`src/include/lcrs_regs.svh`:
```
// Register offsets, field positions, identity value and timing counts for the
// link command reject status block. Assumes an APB slave with 32-bit data.
`ifndef LCRS_REGS_SVH
`define LCRS_REGS_SVH

`define LCRS_OFF_CTRL       12'h000
`define LCRS_OFF_STATUS     12'h004
`define LCRS_OFF_ERR_DETAIL 12'h008
`define LCRS_OFF_COMMAND_REJECT_FRAME       12'h00c
`define LCRS_OFF_TROUBLE    12'h010
`define LCRS_OFF_ID         12'h014

// Error-detail bits
`define LCRS_ED_FCS         0
`define LCRS_ED_ABORT       1
`define LCRS_ED_BAD_NR      4
`define LCRS_ED_WRONG_LEN   5
`define LCRS_ED_DATA_CMD    6
`define LCRS_ED_INV_CMD     7

// Status bits
`define LCRS_ST_DONE        0
`define LCRS_ST_DUMP        1
`define LCRS_ST_TROUBLE     2
`define LCRS_ST_MODEM       3
`define LCRS_ST_DISC        4
`define LCRS_ST_IDLE        5
`define LCRS_ST_NONPRODUCTIVE_TIMEOUT        6
`define LCRS_ST_INV_STATUS  7
`define LCRS_ST_REJECT      8

// Control bits
`define LCRS_CTRL_ENABLE    0
`define LCRS_CTRL_SWITCHED  1

`define LCRS_TROUBLE_LIMIT  5'h14
`define LCRS_IDLE_SECONDS   20
`define LCRS_NONPRODUCTIVE_TIMEOUT_SECONDS   20
`define LCRS_CLK_HZ         32'h0773_5940
`define LCRS_ID_VALUE       32'h0000_5a01

`endif

```
`src/include/lcrs_pkg.sv`:
```
// Types for the link command reject status block.
// Assumes lcrs_regs.svh supplies all numeric constants.
`default_nettype none
package lcrs_pkg;
  typedef enum logic [1:0] {
    LCRS_IDLE = 2'b00,
    LCRS_HOLD = 2'b01,
    LCRS_RST  = 2'b11
  } lcrs_mode_e;

  typedef struct packed {
    lcrs_mode_e  mode;
    logic [7:0]  err_detail;
    logic [7:0]  rej_ctrl;
    logic [7:0]  rej_seq;
    logic [7:0]  rej_reason;
    logic [8:0]  status;
    logic [4:0]  trouble_cnt;
    logic [4:0]  disc_cnt;
    logic [31:0] idle_cnt;
    logic [31:0] nonproductive_timeout_cnt;
    logic [1:0]  ctrl;
    logic [2:0]  dsr_sync;
    logic [1:0]  flag_sync;
    logic        adapter_reset;
    logic        ack_pend;
    logic [31:0] prdata;
  } lcrs_state_s;
endpackage
`default_nettype wire

```
`src/rtl/lcrs_core.sv`:
```
// Link command reject status and error reporting block with an APB slave.
// Assumes frame decode logic on pclk supplies one-cycle event pulses.
//
// Overview of operation
// [RQ1] Sequence byte: receive count bits 0-2, send count bits 4-6, bits 3,7 zero.
// [RQ2] Reason byte bits 0 through 3 always read zero.
// [RQ3] Reason bit 4 when received count in rejected control field is out of range.
// [RQ4] Reason bit 5 and frame refused on oversize info; never with bit 7.
// [RQ5] Reason bit 6 on forbidden info field, always with bit 7.
// [RQ6] Reason bit 7 on invalid or unimplemented command.
// [RQ7] Link trouble posted after 20 retry, reject or init events combined.
// [RQ8] Trouble accumulator cleared when a sent information frame is confirmed.
// [RQ9] Data-with-command sets error-detail bit 6 together with invalid command.
// [RQ10] Modem interface error when ready signal drops while it should stay up.
// [RQ11] Disconnect command acknowledged, response sent before status returned.
// [RQ12] Twenty consecutive disconnects count as link trouble.
// [RQ13] Dump completion flags detail bits 4,6,7 as rejects, buffer data bad.
// [RQ14] Error-detail bit 0 on checksum failure of last received message.
// [RQ15] Idle timeout after 20 seconds with no flags received.
// [RQ16] Idle timeout takes priority over nonproductive receive timeout.
// [RQ17] Error-detail bit 7 on undefined command in good-checksum frame.
// [RQ18] Meaningless hardware status reports invalid status and resets adapter.
// [RQ19] Error-detail bit 4 on illegal receive count in good-checksum frame.
// [RQ20] Reject bytes and detail bits held until software reads the completion; the code releases them only when software writes one to status bit 0.
//
// Our own choices: the APB interface to the registers and the address map.
`default_nettype none
`include "lcrs_regs.svh"

module lcrs_core #(
  parameter int unsigned IDLE_CYCLES = `LCRS_IDLE_SECONDS * `LCRS_CLK_HZ, // Idle limit
  parameter int unsigned NONPRODUCTIVE_TIMEOUT_CYCLES = `LCRS_NONPRODUCTIVE_TIMEOUT_SECONDS * `LCRS_CLK_HZ  // Nonproductive limit
) (
  input  wire logic        pclk,              // APB clock
  input  wire logic        presetn,           // Async reset, active low
  input  wire logic        psel,              // APB select
  input  wire logic        penable,           // APB enable
  input  wire logic        pwrite,            // APB direction
  input  wire logic [11:0] paddr,             // APB byte address
  input  wire logic [31:0] pwdata,            // APB write data
  input  wire logic [3:0]  pstrb,             // APB byte strobes
  output logic      [31:0] prdata,            // APB read data
  output logic             pready,            // APB ready
  output logic             pslverr,           // APB error
  input  wire logic        frame_good,        // Good-checksum frame ended
  input  wire logic        frame_crc_bad,     // Checksum failed
  input  wire logic        frame_abort,       // Remote aborted frame
  input  wire logic        cmd_invalid,       // Undefined or unimplemented command
  input  wire logic        cmd_data_bad,      // Info field not allowed with command
  input  wire logic        nr_out_of_range,   // Receive count out of range
  input  wire logic        info_too_long,     // Info exceeds supplied buffer
  input  wire logic [7:0]  frame_ctrl,        // Received control field
  input  wire logic [2:0]  recv_count,        // Current receive count
  input  wire logic [2:0]  send_count,        // Current send count
  input  wire logic        write_retry,       // Write retry event
  input  wire logic        reject_once_event, // Reject-once event
  input  wire logic        xid_event,         // Exchange identification event
  input  wire logic        unnumbered_ack_event, // Unnumbered ack event
  input  wire logic        request_init_event,// Request initialization event
  input  wire logic        iframe_confirmed,  // Sent info frame confirmed
  input  wire logic        disc_cmd,          // Set-disconnect-mode command received
  input  wire logic        ack_sent,          // Acknowledgement response transmitted
  input  wire logic        other_frame,       // Any non-disconnect frame received
  input  wire logic        dsr_pin,           // Data-set-ready pin, asynchronous
  input  wire logic        dsr_expected,      // Ready should be asserted
  input  wire logic        flag_pin,          // Flag seen on line, asynchronous
  input  wire logic        hw_status_bad,     // Interrupt status not meaningful
  output logic             frame_refused,     // Frame not accepted
  output logic             send_unnumbered_ack, // Request acknowledgement response
  output logic             adapter_reset,     // Reset command to adapter
  output logic             buffer_bad         // Buffered data discarded for reuse
);
  lcrs_pkg::lcrs_state_s s_reg;
  lcrs_pkg::lcrs_state_s s_next;

  logic        wr_en;
  logic        rd_setup;
  logic        reject;
  logic        trouble_hit;
  logic        dsr_s;
  logic        flag_s;
  logic [4:0]  trouble_inc;
  logic        hold;
  logic [8:0]  st_set;
  logic [8:0]  st_clr;

  assign pready  = 1'b1;
  assign wr_en   = psel & penable & pwrite;
  assign rd_setup = psel & ~penable & ~pwrite;
  assign pslverr = psel & penable & (paddr > `LCRS_OFF_ID);
  assign prdata  = s_reg.prdata;
  assign dsr_s   = s_reg.dsr_sync[1];
  assign flag_s  = s_reg.flag_sync[1];
  assign hold    = s_reg.status[`LCRS_ST_DONE];
  assign reject  = nr_out_of_range | cmd_invalid | cmd_data_bad | info_too_long;

  assign frame_refused       = info_too_long & frame_good;             // [RQ4]
  assign send_unnumbered_ack = s_reg.ack_pend;                         // [RQ11]
  assign adapter_reset       = s_reg.adapter_reset;                    // [RQ18]
  assign buffer_bad          = s_reg.status[`LCRS_ST_DUMP];            // [RQ13]

  always_comb begin
    s_next = s_reg;
    s_next.adapter_reset = 1'b0;
    s_next.dsr_sync  = {s_reg.dsr_sync[1:0], dsr_pin};
    s_next.flag_sync = {s_reg.flag_sync[0], flag_pin};
    trouble_inc = 5'h00;
    trouble_hit = 1'b0;
    st_set = 9'h000;
    st_clr = 9'h000;

    // Per-frame error capture; held while the completion bit is set, until software writes one to clear it
    if (!hold && (frame_good | frame_crc_bad | frame_abort)) begin // [RQ20]
      s_next.err_detail = 8'h00;
      s_next.err_detail[`LCRS_ED_FCS]   = frame_crc_bad;            // [RQ14]
      s_next.err_detail[`LCRS_ED_ABORT] = frame_abort;
      if (frame_good) begin
        s_next.err_detail[`LCRS_ED_BAD_NR]    = nr_out_of_range;    // [RQ19]
        s_next.err_detail[`LCRS_ED_WRONG_LEN] = info_too_long & ~cmd_invalid & ~cmd_data_bad;
        s_next.err_detail[`LCRS_ED_DATA_CMD]  = cmd_data_bad;       // [RQ9]
        s_next.err_detail[`LCRS_ED_INV_CMD]   = cmd_invalid | cmd_data_bad; // [RQ17] [RQ9]
      end
      st_set[`LCRS_ST_DONE] = 1'b1;
      if (frame_good && reject) begin
        s_next.rej_ctrl = frame_ctrl;                               // [RQ3]
        s_next.rej_seq  = {1'b0, send_count, 1'b0, recv_count};     // [RQ1]
        s_next.rej_reason = {cmd_invalid | cmd_data_bad,            // [RQ6] [RQ5]
                             cmd_data_bad,                          // [RQ5]
                             info_too_long & ~cmd_invalid & ~cmd_data_bad, // [RQ4]
                             nr_out_of_range,                       // [RQ3]
                             4'h0};                                 // [RQ2]
        st_set[`LCRS_ST_REJECT] = 1'b1;
        // Dump completion: bits 4, 6, 7 are reject conditions
        st_set[`LCRS_ST_DUMP] = nr_out_of_range | cmd_invalid | cmd_data_bad; // [RQ13]
      end
    end

    // Trouble accumulator over mixed link events
    trouble_inc = 5'(write_retry) + 5'(reject_once_event) + 5'(xid_event)
                + 5'(unnumbered_ack_event) + 5'(request_init_event)
                + 5'(frame_good & reject);                          // [RQ7]
    if (iframe_confirmed) begin
      s_next.trouble_cnt = 5'h00;                                   // [RQ8]
    end else if (5'(s_reg.trouble_cnt + trouble_inc) >= `LCRS_TROUBLE_LIMIT) begin
      trouble_hit = 1'b1;                                           // [RQ7]
      s_next.trouble_cnt = 5'h00;
    end else begin
      s_next.trouble_cnt = 5'(s_reg.trouble_cnt + trouble_inc);
    end

    // Disconnect: acknowledge, then post status after response is sent
    if (disc_cmd) begin
      s_next.ack_pend = 1'b1;                                       // [RQ11]
    end else if (s_reg.ack_pend && ack_sent) begin
      s_next.ack_pend = 1'b0;
      st_set[`LCRS_ST_DISC] = 1'b1;                                 // [RQ11]
      if (5'(s_reg.disc_cnt + 5'h01) >= `LCRS_TROUBLE_LIMIT) begin
        trouble_hit = 1'b1;                                         // [RQ12]
        s_next.disc_cnt = 5'h00;
      end else begin
        s_next.disc_cnt = 5'(s_reg.disc_cnt + 5'h01);
      end
    end else if (other_frame) begin
      s_next.disc_cnt = 5'h00;                                      // [RQ12]
    end
    if (trouble_hit) begin
      st_set[`LCRS_ST_TROUBLE] = 1'b1;                              // [RQ7] [RQ12]
    end

    if (dsr_expected && !dsr_s && s_reg.dsr_sync[2]) begin
      st_set[`LCRS_ST_MODEM] = 1'b1;                                // [RQ10]
    end

    // Idle and nonproductive timers
    if (!s_reg.ctrl[`LCRS_CTRL_ENABLE] || flag_s) begin
      s_next.idle_cnt = 32'h0;
    end else if (s_reg.idle_cnt < IDLE_CYCLES) begin
      s_next.idle_cnt = s_reg.idle_cnt + 32'h1;
    end
    if (!s_reg.ctrl[`LCRS_CTRL_ENABLE] || frame_good) begin
      s_next.nonproductive_timeout_cnt = 32'h0;
    end else if (s_reg.nonproductive_timeout_cnt < NONPRODUCTIVE_TIMEOUT_CYCLES) begin
      s_next.nonproductive_timeout_cnt = s_reg.nonproductive_timeout_cnt + 32'h1;
    end
    // Expiry only counts while the timers are enabled
    if (s_reg.ctrl[`LCRS_CTRL_ENABLE] && s_reg.idle_cnt + 32'h1 == IDLE_CYCLES
        && !flag_s) begin
      st_set[`LCRS_ST_IDLE] = 1'b1;                                 // [RQ15]
      s_next.nonproductive_timeout_cnt = 32'h0;                                      // [RQ16]
    end else if (s_reg.ctrl[`LCRS_CTRL_ENABLE] && s_reg.nonproductive_timeout_cnt + 32'h1 == NONPRODUCTIVE_TIMEOUT_CYCLES
                 && !frame_good) begin
      st_set[`LCRS_ST_NONPRODUCTIVE_TIMEOUT] = 1'b1;                                 // [RQ16]
    end

    // Invalid hardware status: report and reset the adapter
    unique case (s_reg.mode)
      lcrs_pkg::LCRS_IDLE: begin
        if (hw_status_bad) begin
          st_set[`LCRS_ST_INV_STATUS] = 1'b1;                       // [RQ18]
          s_next.mode = lcrs_pkg::LCRS_HOLD;
        end
      end
      lcrs_pkg::LCRS_HOLD: begin
        s_next.adapter_reset = 1'b1;                                // [RQ18]
        s_next.mode = lcrs_pkg::LCRS_RST;
      end
      lcrs_pkg::LCRS_RST: begin
        s_next.mode = lcrs_pkg::LCRS_IDLE;
      end
      default: s_next.mode = lcrs_pkg::LCRS_IDLE;
    endcase

    // Read data is captured in the setup cycle so it stands through the access cycle
    s_next.prdata = 32'h0;
    if (rd_setup) begin
      unique case (paddr)
        `LCRS_OFF_CTRL:       s_next.prdata = {30'h0, s_reg.ctrl};
        `LCRS_OFF_STATUS:     s_next.prdata = {23'h0, s_reg.status};
        `LCRS_OFF_ERR_DETAIL: s_next.prdata = {24'h0, s_reg.err_detail};
        `LCRS_OFF_COMMAND_REJECT_FRAME:       s_next.prdata = {8'h0, s_reg.rej_reason, s_reg.rej_seq,
                                               s_reg.rej_ctrl};
        `LCRS_OFF_TROUBLE:    s_next.prdata = {19'h0, s_reg.disc_cnt, 3'h0, s_reg.trouble_cnt};
        `LCRS_OFF_ID:         s_next.prdata = `LCRS_ID_VALUE;       // Arbitrary value
        default:              s_next.prdata = 32'h0;
      endcase
    end
    if (wr_en && paddr == `LCRS_OFF_CTRL && pstrb[0]) begin
      s_next.ctrl = pwdata[1:0];
    end
    // Write-one-to-clear; an event in the same cycle wins over the clear
    if (wr_en && paddr == `LCRS_OFF_STATUS) begin
      st_clr = pwdata[8:0];
    end
    s_next.status = (s_reg.status & ~st_clr) | st_set;              // [RQ20]
  end

  // One register holds every field of state
  always_ff @(posedge pclk or negedge presetn) begin
    if (!presetn) begin
      s_reg <= '0;
    end else begin
      s_reg <= s_next;
    end
  end
endmodule
`default_nettype wire

```
`config.mk`:
```
export PLATFORM = sky130hd
export DESIGN_NAME = lcrs_core
export DESIGN_NICKNAME = d
export VERILOG_FILES = /design/src/include/lcrs_pkg.sv /design/src/rtl/lcrs_core.sv
export VERILOG_INCLUDE_DIRS = /design/src /design/src/include
export SDC_FILE = /design/constraint.sdc
export NUM_CORES = 1
export LEC_CHECK = 0
export BUFFER_PORTS_ARGS = -buffer_cell sky130_fd_sc_hd__buf_2
export CORE_UTILIZATION = 58
export CTS_CLUSTER_SIZE = 20
export DETAILED_ROUTE_END_ITERATION = 16
export PLACE_DENSITY = 0.81
export RECOVER_POWER = 100
export SLEW_MARGIN = 25
export SYNTH_ARGS = -nofsm -noshare
export SYNTH_HDL_FRONTEND = slang
export SYNTH_SLANG_ARGS = --single-unit
```
`constraint.sdc`:
```
create_clock -name pclk -period 3.55 [get_ports pclk]
set_input_delay 0.8875 -clock pclk [delete_from_list [all_inputs] [get_ports pclk]]
set_output_delay 0.8875 -clock pclk [all_outputs]
set_load 0.02 [all_outputs]
```
Yosys cells after proc, flatten, opt, wreduce, memory -nomap -nowiden

Index checks and enable logic that the tools add are counted.

Add/subtract/negate cells: 9
Magnitude comparators: 5
Equality and inequality tests: 9
Mux-type cells: 37
Bitwise logic cells: 23
Reduce and logical (&&, ||, !) cells: 27

Operators by type and width:

| kind                    | number |
|---|---|
| $mux W32                | 5 |
| $pmux W24 S6            | 1 |
| $add A32 B1 Y32 const B | 2 |
| $eq A32 B32 Y1 const B  | 2 |
| $lt A32 B32 Y1 const B  | 2 |
| $mux W5                 | 5 |
| $eq A12 B4 Y1 const B   | 2 |
| $eq A12 B5 Y1 const B   | 2 |
| $mux W24                | 1 |
| $mux W1                 | 20 |
| $eq A12 B3 Y1 const B   | 1 |
| $gt A12 B5 Y1 const B   | 1 |
| $logic_and A1 B1 Y1     | 12 |
| $logic_not A12 Y1       | 1 |
| $ge A5 B5 Y1 const B    | 2 |
| $and A1 B1 Y1           | 9 |
| $and A9 B9 Y9           | 1 |
| $mux W9                 | 1 |
| $not A9 Y9              | 1 |
| $or A9 B9 Y9            | 1 |
| $or A1 B1 Y1            | 6 |
| $reduce_bool A2 Y1      | 3 |
| $add A4 B1 Y5           | 1 |
| $add A5 B1 Y5           | 1 |
| 16 further kinds        | 27 |

Flip-flop bits (word level): 150
Bits of input ports: 87
Output and inout port bits: 38
Word-level logic and storage cells: 126

Depth between registers and ports, before layout

Gate-level depths: netlist of the first run.

Depth in word-level cells: 14
Depth in mapped cells: 12
Mapped depth without buffers: 11

Least setup slack after synthesis of the first run

Ideal clock, no wire load.

Kind: input to register
Start: in write_retry
End: reg s_reg[117] (netlist bit)
Setup time: 126 ps
Arrival: 3313 ps
Data required time: 3424 ps
Path slack: 111 ps
Cell stages on the path: 11
Buffers on the path: 0
Path through: fa_1 -> inv_1 -> fa_1 -> fa_1 -> inv_1 -> fa_1 -> a21o_1 -> nand2_1 -> xnor2_1 -> and3b_1 -> a221o_1

RTL lines:

| element              | RTL line         | text |
|---|---|---|
| start, declared      | lcrs_core.sv:55  | `input wire logic write_retry,` |
| end signal, assigned | lcrs_core.sv:242 | `s_reg <= s_next;` |
| end, declared        | lcrs_core.sv:73  | `lcrs_pkg::lcrs_state_s s_reg;` |

==> results of run 1 <==
cell families (layout without fill, tap and decap cells):
family          Yosys count  count (layout)  synth area share [%]
compound gates          130             130                  10.1
xor+xnor                 57              57                  5.98
fa+ha+maj                13              13                  2.31
buf+inv                  99             151                  6.78
flops                   137             137                  41.0
mux                      38              38                  4.97
other cells               2              15                0.0899
simple gates            412             412                  28.7
synth_stat cells (9+ instances only):
cell type	number	share of area, %
dfrtp_1	137	41
nand2_1	89	4.0
nor2_1	78	3.5
xnor2_1	44	4.6
nor3_1	38	2.3
a21oi_1	35	2.1
clkbuf_1	35	1.6
buf_4	33	3.0
nand3_1	30	1.8
o21ai_0	30	1.8
nor2_4	29	3.9
mux2_2	28	3.8
nand4_1	19	1.4
or3_1	17	1.3
and2_1	16	1.2
inv_1	14	0.63
xor2_1	13	1.4
buf_2	11	0.66
mux2i_1	10	1.2
nor3b_1	10	0.90
o31ai_1	10	0.90
and3_1	9	0.67
ha_1	9	1.3
nor2b_1	9	0.67
per-layer routing:
metal / global-route usage [%] / part of all wire, %
met4: 8.87 / 1.7
met1: 33.4 / 43
met2: 43.4 / 49
met3: 6.37 / 6.4
met5: 0 / 0
final cells by class:
class / count / area share, %
multi-input cells: 664 / 46.6
flip-flops and latches: 137 / 38.1
diodes: 1 / 0.0278
repair buffers: 105 / 6.01
well taps: 180 / 2.51
clock inverters: 13 / 1.21
inverters: 14 / 0.585
clock buffers: 19 / 4.93
metrics by stage:
stage | std cells | instance area, um2
2_1_floorplan | 900 | 8400
3_5_place_dp | 1100 | 8740
4_1_cts | 1132 | 9290
6_report | 1133 | 8990
3_3_place_gp | 1100 | 8740
5_1_grt | 1132 | 8980
critical path: stages:
cell and delay, ns:
clkbuf_1 0.09, fa_1 0.54, inv_1 0.06, fa_1 0.51, fa_1 0.19, inv_1 0.07, fa_1 0.40, a21o_1 0.20
nand2_1 0.07, xnor2_1 0.09, and3b_1 0.18, a221o_1 0.26
where the power goes:
part | internal, mW | leakage, nW | switching, mW
Combinational | 0.222 | 1.46 | 0.234
Sequential | 1.69 | 1.81 | 0.0884
Clock | 0.928 | 0.264 | 0.715
Total | 2.84 | 3.53 | 1.04
final timing paths:
kind	from	endpoint	slack [ns]	cells past startpoint
min in group asynchronous	presetn	send_unnumbered_ack$_DFFE_PN0P_	0.95	1
hold / removal	s_next[35]$_DFF_PN0_	flag_s$_DFF_PN0_	0.35	0
max in group asynchronous	presetn	s_reg[52]$_DFFE_PN0P_	0.70	2
hold reg to reg	s_next[35]$_DFF_PN0_	flag_s$_DFF_PN0_	0.35	0
setup / recovery	write_retry	s_reg[117]$_DFF_PN0_	0.30	12
setup reg to reg	s_reg[73]$_DFFE_PN0P_	s_reg[121]$_DFF_PN0_	0.35	10
==> results.yml, run 1 <==
setup_path:
  crit_fanout: 3
  start_kind: "input pin"
  setup.worst_path.end_class: "flip-flop"
  required_ns: 3.85
  path_class: "in -> reg"
  critPathArrivalTime_ns: 3.55
die:
  die_w_um: 122
  core_area_mm2: 0.0140
  ioPinCount: 125
  die_height_um: 122
  die-area_mm2: 0.0149
  initial_core_util_pct: 59.7
  core.rowCount: 43
hold_path:
  hold_path_class: "reg -> reg"
cts:
  cts_sinks: 137
  post_cts_buffers: 0
  ctsRootBufferMaster: "clkbuf_16"
  cts_made_buffers: 17
  clk_pin_slew_worst_paths_ns: 0.06
  clock_path_buffers: 2
  cts_max_level: 4
  ctsHoldBuffers: 0
  cts_tree: "built"
  clk_latency_ns: 0.43
  cts-resized-gates: 0
timing:
  holdWs_ns: 0.346
  tns_ns: 0
  finalHoldViolations: 0
  fmax_ghz: 0.308
  period_needed_ns: 3.25
  fin_skew_ns: 0.0108
  fin_ws_ns: 0.301
  relSlewSlack_pct: -24.3
  drv_slew: 77
  min_period_over_period_pct: 91.5
  setup_violations: 0
  grt_setup_unrepaired: "no"
  worst_pin_slew_ns: 1.86
pwr:
  p_leak_nw: 3.53
  finalPower_mw: 3.87
  vdd_ir_drop_max_uv: 488
  p_per_area_mw_per_mm2: 431
synthesis:
  ys_ff_latch: 137
  yosysUniqueCellTypes: 78
  synth-async-reset-ratio_pct: 100
  syn_inst: 888
  seq_area_frac_synth_pct: 41.0
  synth_area_mm2: 0.00835
  synth-edff-count: 0
  synth_ff_type: "dfrtp_1"
  avgSynthCellArea_um2: 9.41
  ys.warnings.count: 0
drt:
  viasPerCell: 5.98
  drcViolationCount: 0
  wl_per_cell_um: 16.2
  vias: 6773
  totalWireLength_mm: 18.3
  drt_iter0_drc: 658
  detail-route-antenna-nets: 0
  firstDrtPassIters: 7
placed_design:
  dp_slack_ns: -0.168
  io_buffers: 84
  place.gp.congestion: 0.907
  dp_hpwl_mm: 13.0
global_route:
  grt_usage_pct: 26.2
  antenna_found_initial: 1
  grt_pass1_vias: 6484
  grt_pass1_wl_mm: 30.5
  grt-ovfl-total: 0
  grt_max_degree: 77
layout:
  seq_area_mm2: 0.00343
  multi_input_area_mm2: 0.00419
  final_common_cell: "dfrtp_1"
  layout_common_cells: "dfrtp_1 (137), nor2_1 (104), nand2_1 (89)"
  num-fill-cells: 1160
  drive_above_1_share_pct: 16.0
  syn_to_final_growth_pct: 7.58
  utilization_pct: 64.2
  nNetsFinal: 1039
  largest_reg_flops: 110
status:
  outcome: "finished with violations"
  violations: "max-capacitance violations, max-slew violations"
run:
  maxCapViolations: 1
Note: power is estimated with default switching activity, not from simulation.
==> inputs of run 2 (changes only) <==
Settings changed: GPL_TIMING_DRIVEN from default to 0.
==> run 2 against run 1 <==
Clock skew is 0.0032 ns lower; sequential share of layout area fell by 2.2 points; hold slack hardly changed; non-clock buffer count is 64 higher; clock-buffer cell count is 1 higher; the run still ends with max-capacitance violations, max-slew violations left.
==> results.yml, run 2 (same netlist as run 1, synthesis figures left out) <==
status:
  outcome: "finished with violations"
  violations: "max-capacitance violations, max-slew violations"
timing:
  period_needed_ns: 3.44
  fmax_ghz: 0.290
  min_period_over_period_pct: 97.0
  fin_skew_ns: 0.00760
  grt_setup_unrepaired: "no"
  setup_violations: 0
  worst_pin_slew_ns: 1.62
  relSlewSlack_pct: -7.73
  finalHoldViolations: 0
  drv_slew: 68
  tns_ns: 0
placed_design:
  io_buffers: 83
  dp_hpwl_mm: 13.1
  dp_cells: 1164
  place.gp.congestion: 0.882
layout:
  antenna_cells: 0
  layout_common_cells: "dfrtp_1 (137), nand2_1 (89), nor2_1 (88)"
  seq_area_mm2: 0.00343
  num-fill-cells: 1102
  largest_reg_flops: 110
  syn_to_final_growth_pct: 14.1
  drive_above_1_share_pct: 20.7
  final_common_cell: "dfrtp_1"
  utilization_pct: 68.1
  final_cells: 1196
  multi_input_area_mm2: 0.00432
  nNetsFinal: 1103
setup_path:
  path_class: "in -> reg"
  r2r_cells: 12
  crit_fanout: 5
  required_ns: 3.86
  start_kind: "input pin"
  setup.worst_path.end_class: "flip-flop"
  critPathArrivalTime_ns: 3.75
  worst-r2r-setup-slack_ns: 0.25
  r2r_start: "s_reg[73]$_DFFE_PN0P_"
  rr_endpoint: "s_reg[66]$_DFFE_PN0P_"
drt:
  detail-route-antenna-nets: 0
  wl_per_cell_um: 15.7
  totalWireLength_mm: 18.7
  firstDrtPassIters: 4
  drt_iter0_drc: 563
  viasPerCell: 5.72
  vias: 6837
  drcViolationCount: 0
global_route:
  grt-ovfl-total: 0
  antenna_found_initial: 0
  grt_pass1_vias: 6318
  use_met3_pct: 5.01
  met2_usage_pct: 43.5
  grt_busiest_layer: "met2"
  grt_max_degree: 72
  grt_usage_pct: 26.8
  use_met1_pct: 35.6
  grt_pass1_wl_mm: 31.0
die:
  ioPinCount: 125
  core_area_mm2: 0.0140
  initial_core_util_pct: 59.7
  core.rowCount: 43
  die-area_mm2: 0.0149
  die_w_um: 122
  die_height_um: 122
run:
  maxCapViolations: 1
pwr:
  finalPower_mw: 4.08
  p_per_area_mw_per_mm2: 428
  p_leak_nw: 3.82
  vdd_ir_drop_max_uv: 341
cts:
  cts_max_level: 4
  clk_pin_slew_worst_paths_ns: 0.06
  clock_path_buffers: 2
  cts_tree: "built"
  cts_made_buffers: 17
  ctsHoldBuffers: 0
  clk_latency_ns: 0.43
  ctsRootBufferMaster: "clkbuf_16"
  cts_sinks: 137
hold_path:
  hold_path_class: "reg -> reg"
  hold_path_depth: 0
  whs_endpoint: "dsr_s$_DFF_PN0_"
  hold_start: "s_next[37]$_DFF_PN0_"
run 2: cell types whose count changed in the layout (fill, tap and decap cells not counted), moves of 2 or more:
cell,before,now
clkinv_4,2,0
buf_2,56,68
buf_12,2,0
bufinv_16,0,3
inv_6,6,4
buf_4,10,33
buf_6,0,3
clkbuf_8,1,3
nor2_2,0,3
nor2_4,3,16
nor2_1,104,88
clkbuf_1,35,61
run 2: how the worst max path moves through the flow:
stage,startpoint,endpoint,cells past startpoint
2_1_floorplan,write_retry,s_reg[117]$_DFF_PN0_,11
3_3_place_gp,presetn,s_reg[57]$_DFFE_PN0P_,1
3_5_place_dp,paddr[9],s_reg[117]$_DFF_PN0_,8
4_1_cts,paddr[9],s_reg[117]$_DFF_PN0_,8
5_1_grt,nr_out_of_range,s_reg[117]$_DFF_PN0_,12
6_report,nr_out_of_range,s_reg[117]$_DFF_PN0_,12
run 2: through the flow:
step	instance area [um2]	worst slack [ns]	hold slack [ns]
after floorplan	8400	0.111	0.331
after global placement	9040	-0.254	0.334
after detailed placement	9080	-0.331	0.335
after CTS	9710	0.0604	0.348
after global routing	9530	0.000906	0.371
final	9530	0.106	0.346
run 2: power breakdown:
part / switching [mW] / total (mW) / internal [mW]
Clock: 0.708 / 1.88 / 1.17
Sequential: 0.0796 / 1.77 / 1.69
Combinational: 0.232 / 0.438 / 0.206
run 2: cell type report:
cell class                      instances  share of cell area [%]
Multi-Input combinational cell        664                    45.4
Clock inverter                         12                    1.69
Clock buffer                           20                    4.90
Sequential cell                       137                    36.0
Tap cell                              180                    2.36
Inverter                               14                   0.551
Timing Repair Buffer                   84                    4.11
Buffer                                 85                    5.04
run 2: worst max-delay path, stage by stage:
cell and delay (ns):
buf_2 0.12, o31ai_1 0.35, nor2b_1 0.36, fa_1 0.49, fa_1 0.36, inv_1 0.09, fa_1 0.23, a21o_1 0.13
nand2_1 0.06, xnor2_1 0.19, and3b_1 0.22, a221o_1 0.26
run 2: metal layers:
layer	wire length (um)	vias up
met5	0	-
met4	327	0
met3	1110	32
met2	8990	217
met1	8320	3272
li1	-	3316
run 2: repair_timing:
item	in CTS	in global routing
resized for setup	0	2
endpoints found under the setup margin	0	6
buffers inserted	0	0
